==> src/ctsm_pkg.sv <==
/*
  Shared constants, carrier structs, enumerations and decode helpers for the
  contactless tag protocol state machine.
  Assumes one clock domain. The receive front end delivers whole bytes with
  their parity bit, and an external responder supplies the reply bytes.
*/
// Notes on behaviour
// - Every frame, in either direction, opens with one start bit.
// - Every byte is followed by an odd parity bit.
// - Each byte is serialised least significant bit first, lowest byte first.
// - Reader frames of up to 604 bits are accepted.
// - Reply frames never exceed 595 bits.
// - Range read reply length follows its start and end address arguments.
// - Multi-byte values and read data travel least significant byte first.
// - After reset the tag idles and leaves idle only on REQA or WUPA.
// - A good HLTA from active or authenticated makes halt the wait state.
// - Ready1 resolves UID bytes 0 to 2; CL1 select moves to ready2.
// - In either ready state READ of block 0 goes straight to tag active.
// - Unexpected data in a ready state falls back to the wait state.
// - Ready2 resolves UID bytes 3 to 6; CL2 select completes selection.
// - The CL2 select reply is the SAK, marking the cascade finished.
// - Tag active: HLTA halts, anything unknown falls back to the wait state.
// - A good tag password check in tag active gives tag authenticated.
// - Data memory work from tag active enters the data memory states; unknown data there halts.
// - A good data memory password check gives data memory authenticated.
// - Tag authenticated opens protected blocks; HLTA halts, unknown falls back.
// - Lock page writes are allowed only in data memory authenticated.
// - Halt is left only on WUPA; other data leaves it unchanged.
// - Each reply depends on protocol state and the addressed page's access.
// - A locked 64 byte region refuses data memory read or write with NAK.
`default_nettype none
package ctsm_pkg;

  // ----------------------------------------------------------------
  // Frame sizes and bit budgets
  // ----------------------------------------------------------------
  localparam int RX_MAX_BITS = 604;
  localparam int TX_MAX_BITS = 595;
  localparam int START_BITS = 1;
  localparam int BYTE_BITS = 9;
  localparam int SHORT_BITS = 7;
  localparam int NIB_BITS = 4;
  localparam int RX_MAX_BYTES = 67;
  localparam int BUF_AW = 7;
  localparam int BIT_CW = 10;
  localparam int LEFT_W = 4;
  localparam int HDR_BYTES = 6;
  localparam int ANTICOL_BYTES = 2;
  localparam int SELECT_BYTES = 9;
  localparam int UID_BYTES = 7;
  localparam int CL1_UID_BYTES = 3;
  localparam int HDR_UID_POS = 2;
  localparam int HDR_ARG2_POS = 2;
  localparam logic START_LEVEL = 1'b1;
  localparam logic [LEFT_W-1:0] ONE_LEFT = 4'h1;

  // ----------------------------------------------------------------
  // Fixed frame codes
  // ----------------------------------------------------------------
  localparam logic [7:0] CMD_REQA = 8'h26;
  localparam logic [7:0] CMD_WUPA = 8'h52;
  localparam logic [7:0] CMD_CL1 = 8'h93;
  localparam logic [7:0] CMD_CL2 = 8'h95;
  localparam logic [7:0] NVB_ANTICOL = 8'h20;
  localparam logic [7:0] NVB_SELECT = 8'h70;
  localparam logic [7:0] CASCADE_TAG = 8'h88;
  localparam logic [7:0] BLOCK_ZERO = 8'h00;
  localparam logic [7:0] HLTA_ARG = 8'h00;

  // ----------------------------------------------------------------
  // Types
  // ----------------------------------------------------------------
  typedef enum logic [2:0] {
    ST_IDLE, ST_READY1, ST_READY2, ST_TAG_ACT, ST_TAG_AUTH, ST_DM_ACT, ST_DM_AUTH, ST_HALT
  } ctsm_state_t;

  typedef enum logic [4:0] {
    K_ATQA, K_UID_CL1, K_SAK_CL1, K_UID_CL2, K_SAK_CL2, K_TAG_READ, K_TAG_FAST, K_TAG_WRITE,
    K_TAG_PACK, K_DM_READ, K_DM_WRITE, K_DM_ACK, K_LOCK_GET, K_LOCK_SET, K_PWD_TAG, K_PWD_DM, K_NAK
  } ctsm_kind_t;

  typedef struct packed {
    logic sof;
    logic vld;
    logic short_frame;
    logic [7:0] data;
    logic par;
    logic eof;
    logic crc_ok;
  } ctsm_rx_t;

  typedef struct packed {
    logic vld;
    logic nib;
    logic last;
    logic [7:0] data;
  } ctsm_tx_t;

  typedef struct packed {
    logic done;
    logic ok;
  } ctsm_pwd_t;

  typedef struct packed {
    logic req;
    ctsm_kind_t kind;
    logic [7:0] arg;
    logic [7:0] arg2;
  } ctsm_resp_t;

  // ----------------------------------------------------------------
  // Decode helpers
  // ----------------------------------------------------------------
  // Odd parity: byte plus parity holds an odd number of ones
  function automatic logic odd_par(input logic [7:0] data);
    return ~^data;
  endfunction

  // Select payload against the UID part of the given cascade level
  function automatic logic uid_match(input logic [HDR_BYTES-1:0][7:0] h,
                                     input logic [8*UID_BYTES-1:0] uid, input logic cl2);
    logic m;
    m = cl2 ? (h[HDR_UID_POS] == uid[8*CL1_UID_BYTES +: 8]) : (h[HDR_UID_POS] == CASCADE_TAG);
    for (int i = 0; i < CL1_UID_BYTES; i++)
    begin
      m = m && (h[HDR_UID_POS+1+i] == (cl2 ? uid[8*(CL1_UID_BYTES+1+i) +: 8] : uid[8*i +: 8]));
    end
    return m;
  endfunction

endpackage
`default_nettype wire

==> src/ctsm_frame_mem.sv <==
/*
  Small frame buffer: one write port, one read port with registered data.
  Assumes the writer never addresses beyond DEPTH-1.
*/
`timescale 1ns/10ps
`default_nettype none
module ctsm_frame_mem #(
  parameter int WIDTH = 8,
  parameter int DEPTH = 67,
  parameter int AW = 7
) (
  input wire logic i_clk,
  input wire logic i_nrst,
  input wire logic i_we,
  input wire logic [AW-1:0] i_waddr,
  input wire logic [WIDTH-1:0] i_wdata,
  input wire logic [AW-1:0] i_raddr,
  output logic [WIDTH-1:0] o_rdata
);

  logic [WIDTH-1:0] mem_q [DEPTH];

  // Array has no reset; only the read register is cleared
  always_ff @(posedge i_clk)
  begin
    if (i_we)
    begin
      mem_q[i_waddr] <= i_wdata;
    end
  end

  // Registered read, out-of-range address reads zero
  always_ff @(posedge i_clk or negedge i_nrst)
  begin
    if (!i_nrst)
    begin
      o_rdata <= '0;
    end
    else
    begin
      o_rdata <= (int'(i_raddr) < DEPTH) ? mem_q[i_raddr] : '0;
    end
  end

endmodule
`default_nettype wire

==> src/ctsm_top.sv <==
/*
  Contactless tag protocol state machine: frame checking, wait states,
  two-level anticollision, tag and data memory states, reply serialiser.
  Assumes a byte-level receive front end, external CRC check, external
  password compare and an external responder that streams reply bytes.
*/
`timescale 1ns/10ps
`default_nettype none
module ctsm_top #(
  parameter int P_PAGES = 256,
  parameter logic [7:0] P_READ_CMD = 8'h30,
  parameter logic [7:0] P_FAST_CMD = 8'h3a,
  parameter logic [7:0] P_WRITE_CMD = 8'ha2,
  parameter logic [7:0] P_HLTA_CMD = 8'h50,
  parameter logic [7:0] P_TAG_PWD_CMD = 8'h1b,
  parameter logic [7:0] P_DM_PWD_CMD = 8'hb1,
  parameter logic [7:0] P_DM_RD_CMD = 8'hb2,
  parameter logic [7:0] P_DM_WR_CMD = 8'hb3,
  parameter logic [7:0] P_LOCK_GET_CMD = 8'hb4,
  parameter logic [7:0] P_LOCK_SET_CMD = 8'hb5
) (
  input wire logic I_MCLK,
  input wire logic I_NRST,
  input wire ctsm_pkg::ctsm_rx_t I_RX,
  input wire logic I_BIT_TICK,
  input wire ctsm_pkg::ctsm_tx_t I_TX,
  input wire ctsm_pkg::ctsm_pwd_t I_PWD,
  input wire logic [8*ctsm_pkg::UID_BYTES-1:0] I_UID,
  input wire logic [7:0] I_AUTH0,
  input wire logic [P_PAGES-1:0] I_DM_RD_LOCK,
  input wire logic [P_PAGES-1:0] I_DM_WR_LOCK,
  input wire logic [ctsm_pkg::BUF_AW-1:0] I_BUF_RADDR,
  output logic [7:0] O_BUF_RDATA,
  output var ctsm_pkg::ctsm_resp_t O_RESP,
  output var ctsm_pkg::ctsm_state_t O_STATE,
  output logic O_HALT_WAIT,
  output logic O_TX_RDY,
  output logic O_TX_BIT,
  output logic O_TX_EN,
  output logic O_TX_END
);
  import ctsm_pkg::*;

  // ----------------------------------------------------------------
  // State
  // ----------------------------------------------------------------
  typedef struct packed {
    ctsm_state_t st;
    logic halt_wait;
    logic pwd_wait;
    logic pwd_dm;
    logic rx_in;
    logic rx_err;
    logic rx_short;
    logic [BUF_AW-1:0] rx_cnt;
    logic [BIT_CW-1:0] rx_bits;
    logic [HDR_BYTES-1:0][7:0] hdr;
    ctsm_resp_t resp;
    logic tx_full;
    logic tx_start;
    logic tx_last;
    logic tx_in;
    logic [BYTE_BITS-1:0] tx_sh;
    logic [LEFT_W-1:0] tx_left;
    logic [BIT_CW-1:0] tx_bits;
    logic tx_rdy;
    logic tx_bit;
    logic tx_en;
    logic tx_end;
  } ctsm_regs_t;

  ctsm_regs_t q;
  ctsm_regs_t d;
  logic mem_we;
  logic [BUF_AW-1:0] mem_waddr;
  logic [7:0] mem_wdata;
  logic eval;
  logic frame_ok;
  logic long_ok;
  logic is_reqa;
  logic is_wupa;
  logic ac1;
  logic ac2;
  logic sel1;
  logic sel2;
  logic read0;
  logic hlta;
  logic tag_cmd;
  logic dm_rd;
  logic dm_wr;
  logic [7:0] b0;
  logic [7:0] b1;

  // ----------------------------------------------------------------
  // Frame decode
  // ----------------------------------------------------------------
  function automatic logic cmd_is(input logic [7:0] c);
    return long_ok && (b0 == c);
  endfunction

  // Anticollision frames carry no CRC, so they are checked on parity, length and their two code bytes alone
  assign b0 = q.hdr[0];
  assign b1 = q.hdr[1];
  assign eval = q.rx_in && I_RX.eof && !q.pwd_wait;
  assign frame_ok = !q.rx_err && (q.rx_cnt != '0);
  assign long_ok = frame_ok && !q.rx_short && I_RX.crc_ok;
  assign is_reqa = frame_ok && q.rx_short && (b0 == CMD_REQA);
  assign is_wupa = frame_ok && q.rx_short && (b0 == CMD_WUPA);
  assign ac1 = frame_ok && !q.rx_short && (q.rx_cnt == BUF_AW'(ANTICOL_BYTES)) && (b0 == CMD_CL1) &&
               (b1 == NVB_ANTICOL);
  assign ac2 = frame_ok && !q.rx_short && (q.rx_cnt == BUF_AW'(ANTICOL_BYTES)) && (b0 == CMD_CL2) &&
               (b1 == NVB_ANTICOL);
  assign sel1 = cmd_is(CMD_CL1) && (q.rx_cnt == BUF_AW'(SELECT_BYTES)) && (b1 == NVB_SELECT) &&
                uid_match(q.hdr, I_UID, 1'b0);
  assign sel2 = cmd_is(CMD_CL2) && (q.rx_cnt == BUF_AW'(SELECT_BYTES)) && (b1 == NVB_SELECT) &&
                uid_match(q.hdr, I_UID, 1'b1);
  assign read0 = cmd_is(P_READ_CMD) && (b1 == BLOCK_ZERO);
  assign hlta = cmd_is(P_HLTA_CMD) && (b1 == HLTA_ARG);
  assign tag_cmd = cmd_is(P_READ_CMD) || cmd_is(P_FAST_CMD) || cmd_is(P_WRITE_CMD);
  assign dm_rd = cmd_is(P_DM_RD_CMD);
  assign dm_wr = cmd_is(P_DM_WR_CMD);

  // Reply request carrying both address arguments for the responder
  function automatic ctsm_resp_t mk_resp(input ctsm_kind_t k);
    ctsm_resp_t r;
    r.req = 1'b1;
    r.kind = k;
    r.arg = b1;
    r.arg2 = q.hdr[HDR_ARG2_POS];
    return r;
  endfunction

  // Data memory access checked against the lock bit of its 64 byte region
  function automatic ctsm_kind_t dm_kind();
    if (dm_rd)
      return I_DM_RD_LOCK[b1] ? K_NAK : K_DM_READ;
    return I_DM_WR_LOCK[b1] ? K_NAK : K_DM_WRITE;
  endfunction

  // Protected tag blocks answer NAK until the tag password is verified
  function automatic ctsm_kind_t tag_kind(input logic authed);
    if (!authed && (b1 >= I_AUTH0))
      return K_NAK;
    if (cmd_is(P_FAST_CMD))
      return K_TAG_FAST;
    return cmd_is(P_WRITE_CMD) ? K_TAG_WRITE : K_TAG_READ;
  endfunction

  // ----------------------------------------------------------------
  // Next state
  // ----------------------------------------------------------------
  always_comb
  begin
    int nb;
    int tbits;
    ctsm_state_t fall;
    nb = BYTE_BITS;
    tbits = 0;
    d = q;
    d.resp.req = 1'b0;
    d.tx_en = 1'b0;
    d.tx_end = 1'b0;
    mem_we = 1'b0;
    mem_waddr = q.rx_cnt;
    mem_wdata = I_RX.data;
    fall = q.halt_wait ? ST_HALT : ST_IDLE;

    // Receive: count bits, check parity, store bytes in arrival order
    if (I_RX.sof && !q.pwd_wait)
    begin
      d.rx_in = 1'b1;
      d.rx_err = 1'b0;
      d.rx_short = 1'b0;
      d.rx_cnt = '0;
      d.rx_bits = BIT_CW'(START_BITS);
    end
    else if (I_RX.vld && q.rx_in)
    begin
      nb = I_RX.short_frame ? SHORT_BITS : BYTE_BITS;
      if ((int'(q.rx_bits) + nb > RX_MAX_BITS) || (I_RX.short_frame && (q.rx_cnt != '0)))
      begin
        d.rx_err = 1'b1;
      end
      else
      begin
        d.rx_bits = q.rx_bits + BIT_CW'(nb);
        d.rx_cnt = q.rx_cnt + 1'b1;
        d.rx_short = I_RX.short_frame;
        mem_we = 1'b1;
        if (!I_RX.short_frame && (I_RX.par != odd_par(I_RX.data)))
          d.rx_err = 1'b1;
        if (int'(q.rx_cnt) < HDR_BYTES)
          d.hdr[q.rx_cnt] = I_RX.data;
      end
    end

    // Password compare result from the outside
    if (q.pwd_wait && I_PWD.done)
    begin
      d.pwd_wait = 1'b0;
      if (I_PWD.ok)
      begin
        d.st = q.pwd_dm ? ST_DM_AUTH : ST_TAG_AUTH;
        d.resp = mk_resp(q.pwd_dm ? K_DM_ACK : K_TAG_PACK);
      end
      else
      begin
        d.resp = mk_resp(K_NAK);
      end
    end

    // End of frame: protocol transitions; error frames get no reply
    if (eval)
    begin
      d.rx_in = 1'b0;
      unique case (q.st)
        ST_IDLE, ST_HALT:
        begin
          if (is_wupa || (is_reqa && (q.st == ST_IDLE)))
          begin
            d.st = ST_READY1;
            d.resp = mk_resp(K_ATQA);
          end
        end
        ST_READY1:
        begin
          if (ac1)
            d.resp = mk_resp(K_UID_CL1);
          else if (sel1)
          begin
            d.st = ST_READY2;
            d.resp = mk_resp(K_SAK_CL1);
          end
          else if (read0)
          begin
            d.st = ST_TAG_ACT;
            d.resp = mk_resp(K_TAG_READ);
          end
          else
            d.st = fall;
        end
        ST_READY2:
        begin
          if (ac2)
            d.resp = mk_resp(K_UID_CL2);
          else if (sel2)
          begin
            d.st = ST_TAG_ACT;
            d.resp = mk_resp(K_SAK_CL2);
          end
          else if (read0)
          begin
            d.st = ST_TAG_ACT;
            d.resp = mk_resp(K_TAG_READ);
          end
          else
            d.st = fall;
        end
        ST_TAG_ACT, ST_TAG_AUTH:
        begin
          if (hlta)
          begin
            d.st = ST_HALT;
            d.halt_wait = 1'b1;
          end
          else if (tag_cmd)
            d.resp = mk_resp(tag_kind(q.st == ST_TAG_AUTH));
          else if (cmd_is(P_TAG_PWD_CMD))
          begin
            d.pwd_wait = 1'b1;
            d.pwd_dm = 1'b0;
            d.resp = mk_resp(K_PWD_TAG);
          end
          else if ((q.st == ST_TAG_ACT) && (dm_rd || dm_wr))
          begin
            d.st = ST_DM_ACT;
            d.resp = mk_resp(dm_kind());
          end
          else if ((q.st == ST_TAG_ACT) && cmd_is(P_DM_PWD_CMD))
          begin
            d.st = ST_DM_ACT;
            d.pwd_wait = 1'b1;
            d.pwd_dm = 1'b1;
            d.resp = mk_resp(K_PWD_DM);
          end
          else
            d.st = fall;
        end
        ST_DM_ACT, ST_DM_AUTH:
        begin
          if (dm_rd || dm_wr)
            d.resp = mk_resp(dm_kind());
          else if ((q.st == ST_DM_ACT) && cmd_is(P_DM_PWD_CMD))
          begin
            d.pwd_wait = 1'b1;
            d.pwd_dm = 1'b1;
            d.resp = mk_resp(K_PWD_DM);
          end
          else if (cmd_is(P_LOCK_GET_CMD))
            d.resp = mk_resp(K_LOCK_GET);
          else if (cmd_is(P_LOCK_SET_CMD))
            d.resp = mk_resp((q.st == ST_DM_AUTH) ? K_LOCK_SET : K_NAK);
          else
          begin
            d.st = ST_HALT;
            d.halt_wait = 1'b1;
          end
        end
      endcase
    end

    // Transmit: accept a byte, or shift one bit out per tick
    if (q.tx_rdy && I_TX.vld)
    begin
      tbits = int'(q.tx_bits) + (I_TX.nib ? NIB_BITS : BYTE_BITS) + (q.tx_in ? 0 : START_BITS);
      if (tbits > TX_MAX_BITS)
      begin
        d.tx_in = 1'b0;
        d.tx_bits = '0;
        d.tx_end = q.tx_in;
      end
      else
      begin
        d.tx_full = 1'b1;
        d.tx_start = !q.tx_in;
        d.tx_in = 1'b1;
        d.tx_last = I_TX.last;
        d.tx_bits = BIT_CW'(tbits);
        d.tx_sh = I_TX.nib ? {{(BYTE_BITS-NIB_BITS){1'b0}}, I_TX.data[NIB_BITS-1:0]}
                           : {odd_par(I_TX.data), I_TX.data};
        d.tx_left = I_TX.nib ? LEFT_W'(NIB_BITS) : LEFT_W'(BYTE_BITS);
      end
    end
    else if (q.tx_full && I_BIT_TICK)
    begin
      d.tx_en = 1'b1;
      if (q.tx_start)
      begin
        d.tx_bit = START_LEVEL;
        d.tx_start = 1'b0;
      end
      else
      begin
        d.tx_bit = q.tx_sh[0];
        d.tx_sh = q.tx_sh >> 1;
        d.tx_left = q.tx_left - 1'b1;
        if (q.tx_left == ONE_LEFT)
        begin
          d.tx_full = 1'b0;
          if (q.tx_last)
          begin
            d.tx_in = 1'b0;
            d.tx_bits = '0;
            d.tx_end = 1'b1;
          end
        end
      end
    end
    d.tx_rdy = !d.tx_full;
  end

  // Whole state in one register
  always_ff @(posedge I_MCLK or negedge I_NRST)
  begin
    if (!I_NRST)
      q <= '0;
    else
      q <= d;
  end

  // Frame bytes kept for the responder
  ctsm_frame_mem #(.WIDTH(8), .DEPTH(RX_MAX_BYTES), .AW(BUF_AW)) u_mem (
    .i_clk(I_MCLK),
    .i_nrst(I_NRST),
    .i_we(mem_we),
    .i_waddr(mem_waddr),
    .i_wdata(mem_wdata),
    .i_raddr(I_BUF_RADDR),
    .o_rdata(O_BUF_RDATA)
  );

  // Outputs straight from the state register
  assign O_RESP = q.resp;
  assign O_STATE = q.st;
  assign O_HALT_WAIT = q.halt_wait;
  assign O_TX_RDY = q.tx_rdy;
  assign O_TX_BIT = q.tx_bit;
  assign O_TX_EN = q.tx_en;
  assign O_TX_END = q.tx_end;
endmodule
`default_nettype wire

==> config.mk <==
export PLATFORM = sky130hd
export DESIGN_NAME = ctsm_top
export DESIGN_NICKNAME = d
export VERILOG_FILES = /design/src/ctsm_pkg.sv /design/src/ctsm_frame_mem.sv /design/src/ctsm_top.sv
export SDC_FILE = /design/constraint.sdc
export NUM_CORES = 1
export LEC_CHECK = 0
export BUFFER_PORTS_ARGS = -buffer_cell sky130_fd_sc_hd__buf_2
export CORE_MARGIN = 2
export CORE_UTILIZATION = 35
export DETAILED_ROUTE_END_ITERATION = 7
export SYNTH_ARGS = -nofsm -noshare
export SYNTH_HDL_FRONTEND = slang
export SYNTH_SLANG_ARGS = --single-unit
==> constraint.sdc <==
create_clock -name I_MCLK -period 4.05 [get_ports I_MCLK]
set_input_delay 0.2025 -clock I_MCLK [delete_from_list [all_inputs] [get_ports I_MCLK]]
set_output_delay 0.2025 -clock I_MCLK [all_outputs]
set_load 0.02 [all_outputs]
==> flow_summary_export.csv <==
group,metric,value,unit
global_routing,grt_pass1_vias,24600,
timing,fin_ws,0.287,ns
floorplan,ioPinCount,651,
place,dp.cells,4029,
power_and_ir_drop,ir_drop,0.301,mV
clock_network,clkSlewWorstSetupHoldPaths,0.06,ns
place,io_buffers,650,
clock_network,cts_hold_buf,16,
global_routing,grt_max_degree,74,
clock_network,cts_tree,"done",
clock_network,cts-root-buf,"clkbuf_16",
synth,postSynth.asyncResetShare,20.1,%
timing,skew,0.0244,ns
critical_path,crit_type,"reg -> reg",
floorplan,coreArea,95000,um2
layout,utilization,43.9,%
timing,fin_crit,3.76,ns
synth,ys.warnings.count,0,
drt,via_count,23700,
clock_network,htreeDepth,3,
clock_network,postCtsSetupRepairBufs,0,
timing,rsz0062_at_grt,"false",
critical_path,worstPathArrival,4.08,ns
drt,drtIter0Drc,2258,
layout,fin_nets,3491,
clock_network,numCtsBuffers,73,
synth,synth-edff-count,536,
place,dpl.hpwl,93700,um
place,place_ws,0.278,ns
critical_path,critPathMaxFanout,20,
drt,routed.top_layer,"met5",
power_and_ir_drop,p_leak,15.5,nW
drt,wl_met1,48300,um
critical_path,required,4.37,ns
critical_path,endpoint_kind,"flip-flop",
drt,wl_per_cell,29.6,um
floorplan,rows,113,
critical_path,path_buf_inv,3,
global_routing,gr-usage-all-layers,24.9,%
layout,area_delta_synth_final,24.1,%
timing,finalCritPeriodShare,92.9,%
global_routing,grt_first_pass_wirelength,177000,um
synth,synthesis.nets,2751,
drt,dr.pass1.iters,5,
floorplan,die_w,314,um
critical_path,r2r_slack,0.29,ns
drt,drc,0,
timing,worst_pin_slew,1.14,ns
timing,finalSetupTns,0,ns
layout,final_area,41700,um2
place,postPlaceCellArea,39100,um2
status,status,"finished clean",
synth,yosys_most_used_dff,"edfxtp_1",
clock_network,cts_max_path_buffers,3,
power_and_ir_drop,power.density,534,nW/um2
synth,synthDistinctLibCells,86,
clock_network,clock-sinks,671,
timing,finalHoldViolCount,0,
global_routing,gr-total-overflow,0,
job,cap_violations,0,
clock_network,cts.repair.resized,0,
drt,ant_nets,0,
hold_path,hp-class,"in -> reg",
timing,fmax,266,MHz
critical_path,critPathSlowestCell,"fa_1",
timing,slew_headroom,24.0,%
clock_network,clk_latency,0.62,ns
drt,viasPerCell,5.66,
layout,final_cells,4184,
drt,wl_met3,8030,um
drt,wl_met2,61500,um
critical_path,critPathTopFamily,"compound AO/OA/AOI/OAI gates",
synth,syn_inst,2115,
synth,ys_seq_area_share,58.0,%
critical_path,startpoint_type,"flip-flop",
synth,synth_area_per_cell,15.9,um2
critical_path,max_stage_delay,0.44,ns
global_routing,antenna_found_initial,25,
floorplan,die_h,314,um
place,routabilityCongestion,1.06,
drt,drt_wl_total,124000,um
synth,syn-cell-area,33600,um2
synth,synth_seq_cells,671,
timing,maxSlewViolCount,0,
floorplan,start_util,35.4,%
critical_path,crit_top_cell,"buf_4",
layout,drive_gt1_share,45.6,%
critical_path,crit_chain,"fa_1 > a21o_1 > a21oi_2 > xnor2_1 > a311oi_1 > o31ai_1 > a211o_1 > buf_12 > or3_1 > buf_4 > nor3_1 > buf_4",
timing,finalSetupViolCount,0,
floorplan,dieArea,98500,um2
## cell usage after synthesis (7+ instances only)
master,count,area [um2]
mux2i_1,37,370
nand3_1,44,220
nand2b_1,22,138
or4_1,14,105
ha_1,21,263
dfrtp_1,135,3380
edfxtp_1,536,16100
nand3b_1,8,60.1
o221a_2,7,78.8
o22ai_1,16,100
clkbuf_1,89,334
a21o_1,13,97.6
buf_2,18,90.1
mux2_4,9,135
inv_1,28,105
or3_1,11,68.8
a211o_1,10,87.6
nor3_1,52,260
a211oi_1,15,113
buf_1,25,93.8
nor4_1,49,307
nor2b_1,16,100
nand4_1,31,194
mux2_2,70,788
and3_1,14,87.6
o31ai_1,11,82.6
xnor2_1,78,683
a21oi_1,60,300
buf_4,32,240
o211ai_1,11,82.6
mux4_2,293,6600
a31oi_1,21,131
nor2_1,69,259
nand2_1,98,368
o21ai_0,45,225
## final cells by class
cell class / instances / area (um2)
diodes: 5 / 12.5
well taps: 1265 / 1580
flip-flops and latches: 671 / 19500
repair buffers: 831 / 4830
multi-input cells: 1247 / 13200
clock inverters: 46 / 551
inverters: 31 / 116
clock buffers: 88 / 1890
fillers: 8543 / 53300
## logic make-up after synthesis
logic type      after synthesis  synth area share (%)
fa+ha+maj                    23                 0.901
compound gates              279                  5.70
xor+xnor                     81                  2.11
flops                       671                  58.0
mux                         410                  23.5
simple gates                454                  7.11
buf+inv                     197                  2.70
## flip-flops by register name, indices dropped and copies added (netlist names), 3 cells and up, named ones only
register       cells
O_RESP            22
O_STATE            3
mem_waddr          7
q                 42
u_mem.mem_q      536
u_mem.o_rdata      8
## path summary, 6_finish.rpt
check / startpoint / to / cells after the start
setup / recovery: q[101] / u_mem.mem_q[37][7] / 12
hold / removal: I_RX[13] / q[101] / 3
setup reg to reg: q[101] / u_mem.mem_q[37][7] / 12
hold reg to reg: q[121] / q[121] / 1
max in group asynchronous: I_NRST / asynchronous set/reset pin / 3
min in group asynchronous: I_NRST / u_mem.o_rdata[0] / 2
## routing by layer
| metal | vias up | track usage (%) |
|---|---|---|
| met5 | - | 0 |
| met4 | 6 | 10.5 |
| met3 | 210 | 4.26 |
| met2 | 1153 | 42.5 |
| met1 | 12200 | 31.4 |
| li1 | 10100 | - |
## metrics by stage
| step | hold WS [ns] | total power, mW |
|---|---|---|
| 2_1_floorplan | -0.0931 | 12.9 |
| 3_3_place_gp | 0.254 | 15.6 |
| 3_5_place_dp | 0.269 | 15.7 |
| 4_1_cts | 0.00187 | 22.5 |
| 5_1_grt | 0.0350 | 23.2 |
| 6_report | 0.0248 | 22.3 |
## cell usage in the layout, fill, tap and decap left out, types with 28 or more instances in the layout
cell,Yosys,routed
nand4_1,31,31
mux2_2,70,70
nand2_1,98,98
nor2_1,69,69
nor3_1,52,52
buf_4,32,153
nand3_1,44,44
edfxtp_1,536,536
o21ai_0,45,45
a21oi_1,60,60
xnor2_1,78,78
buf_2,18,647
mux4_2,293,293
inv_1,28,28
mux2i_1,37,37
clkbuf_16,0,73
nor4_1,49,49
dfrtp_1,135,131
## where the power goes
| group | switching, mW | leakage [nW] | total [mW] | internal, mW |
|---|---|---|---|---|
| clock | 2.80 | 1.18 | 6.77 | 3.97 |
| sequential | 0.594 | 6.56 | 8.41 | 7.81 |
| combinational | 3.87 | 7.74 | 7.08 | 3.21 |
## worst reg2reg max path, cell delays in order (launching register included)
cell	delay [ns]
dfrtp_1	0.43
fa_1	0.44
a21o_1	0.19
a21oi_2	0.36
xnor2_1	0.14
a311oi_1	0.27
o31ai_1	0.14
a211o_1	0.35
buf_12	0.19
or3_1	0.31
buf_4	0.22
nor3_1	0.20
buf_4	0.23
Note: power is estimated with default switching activity, not from simulation.
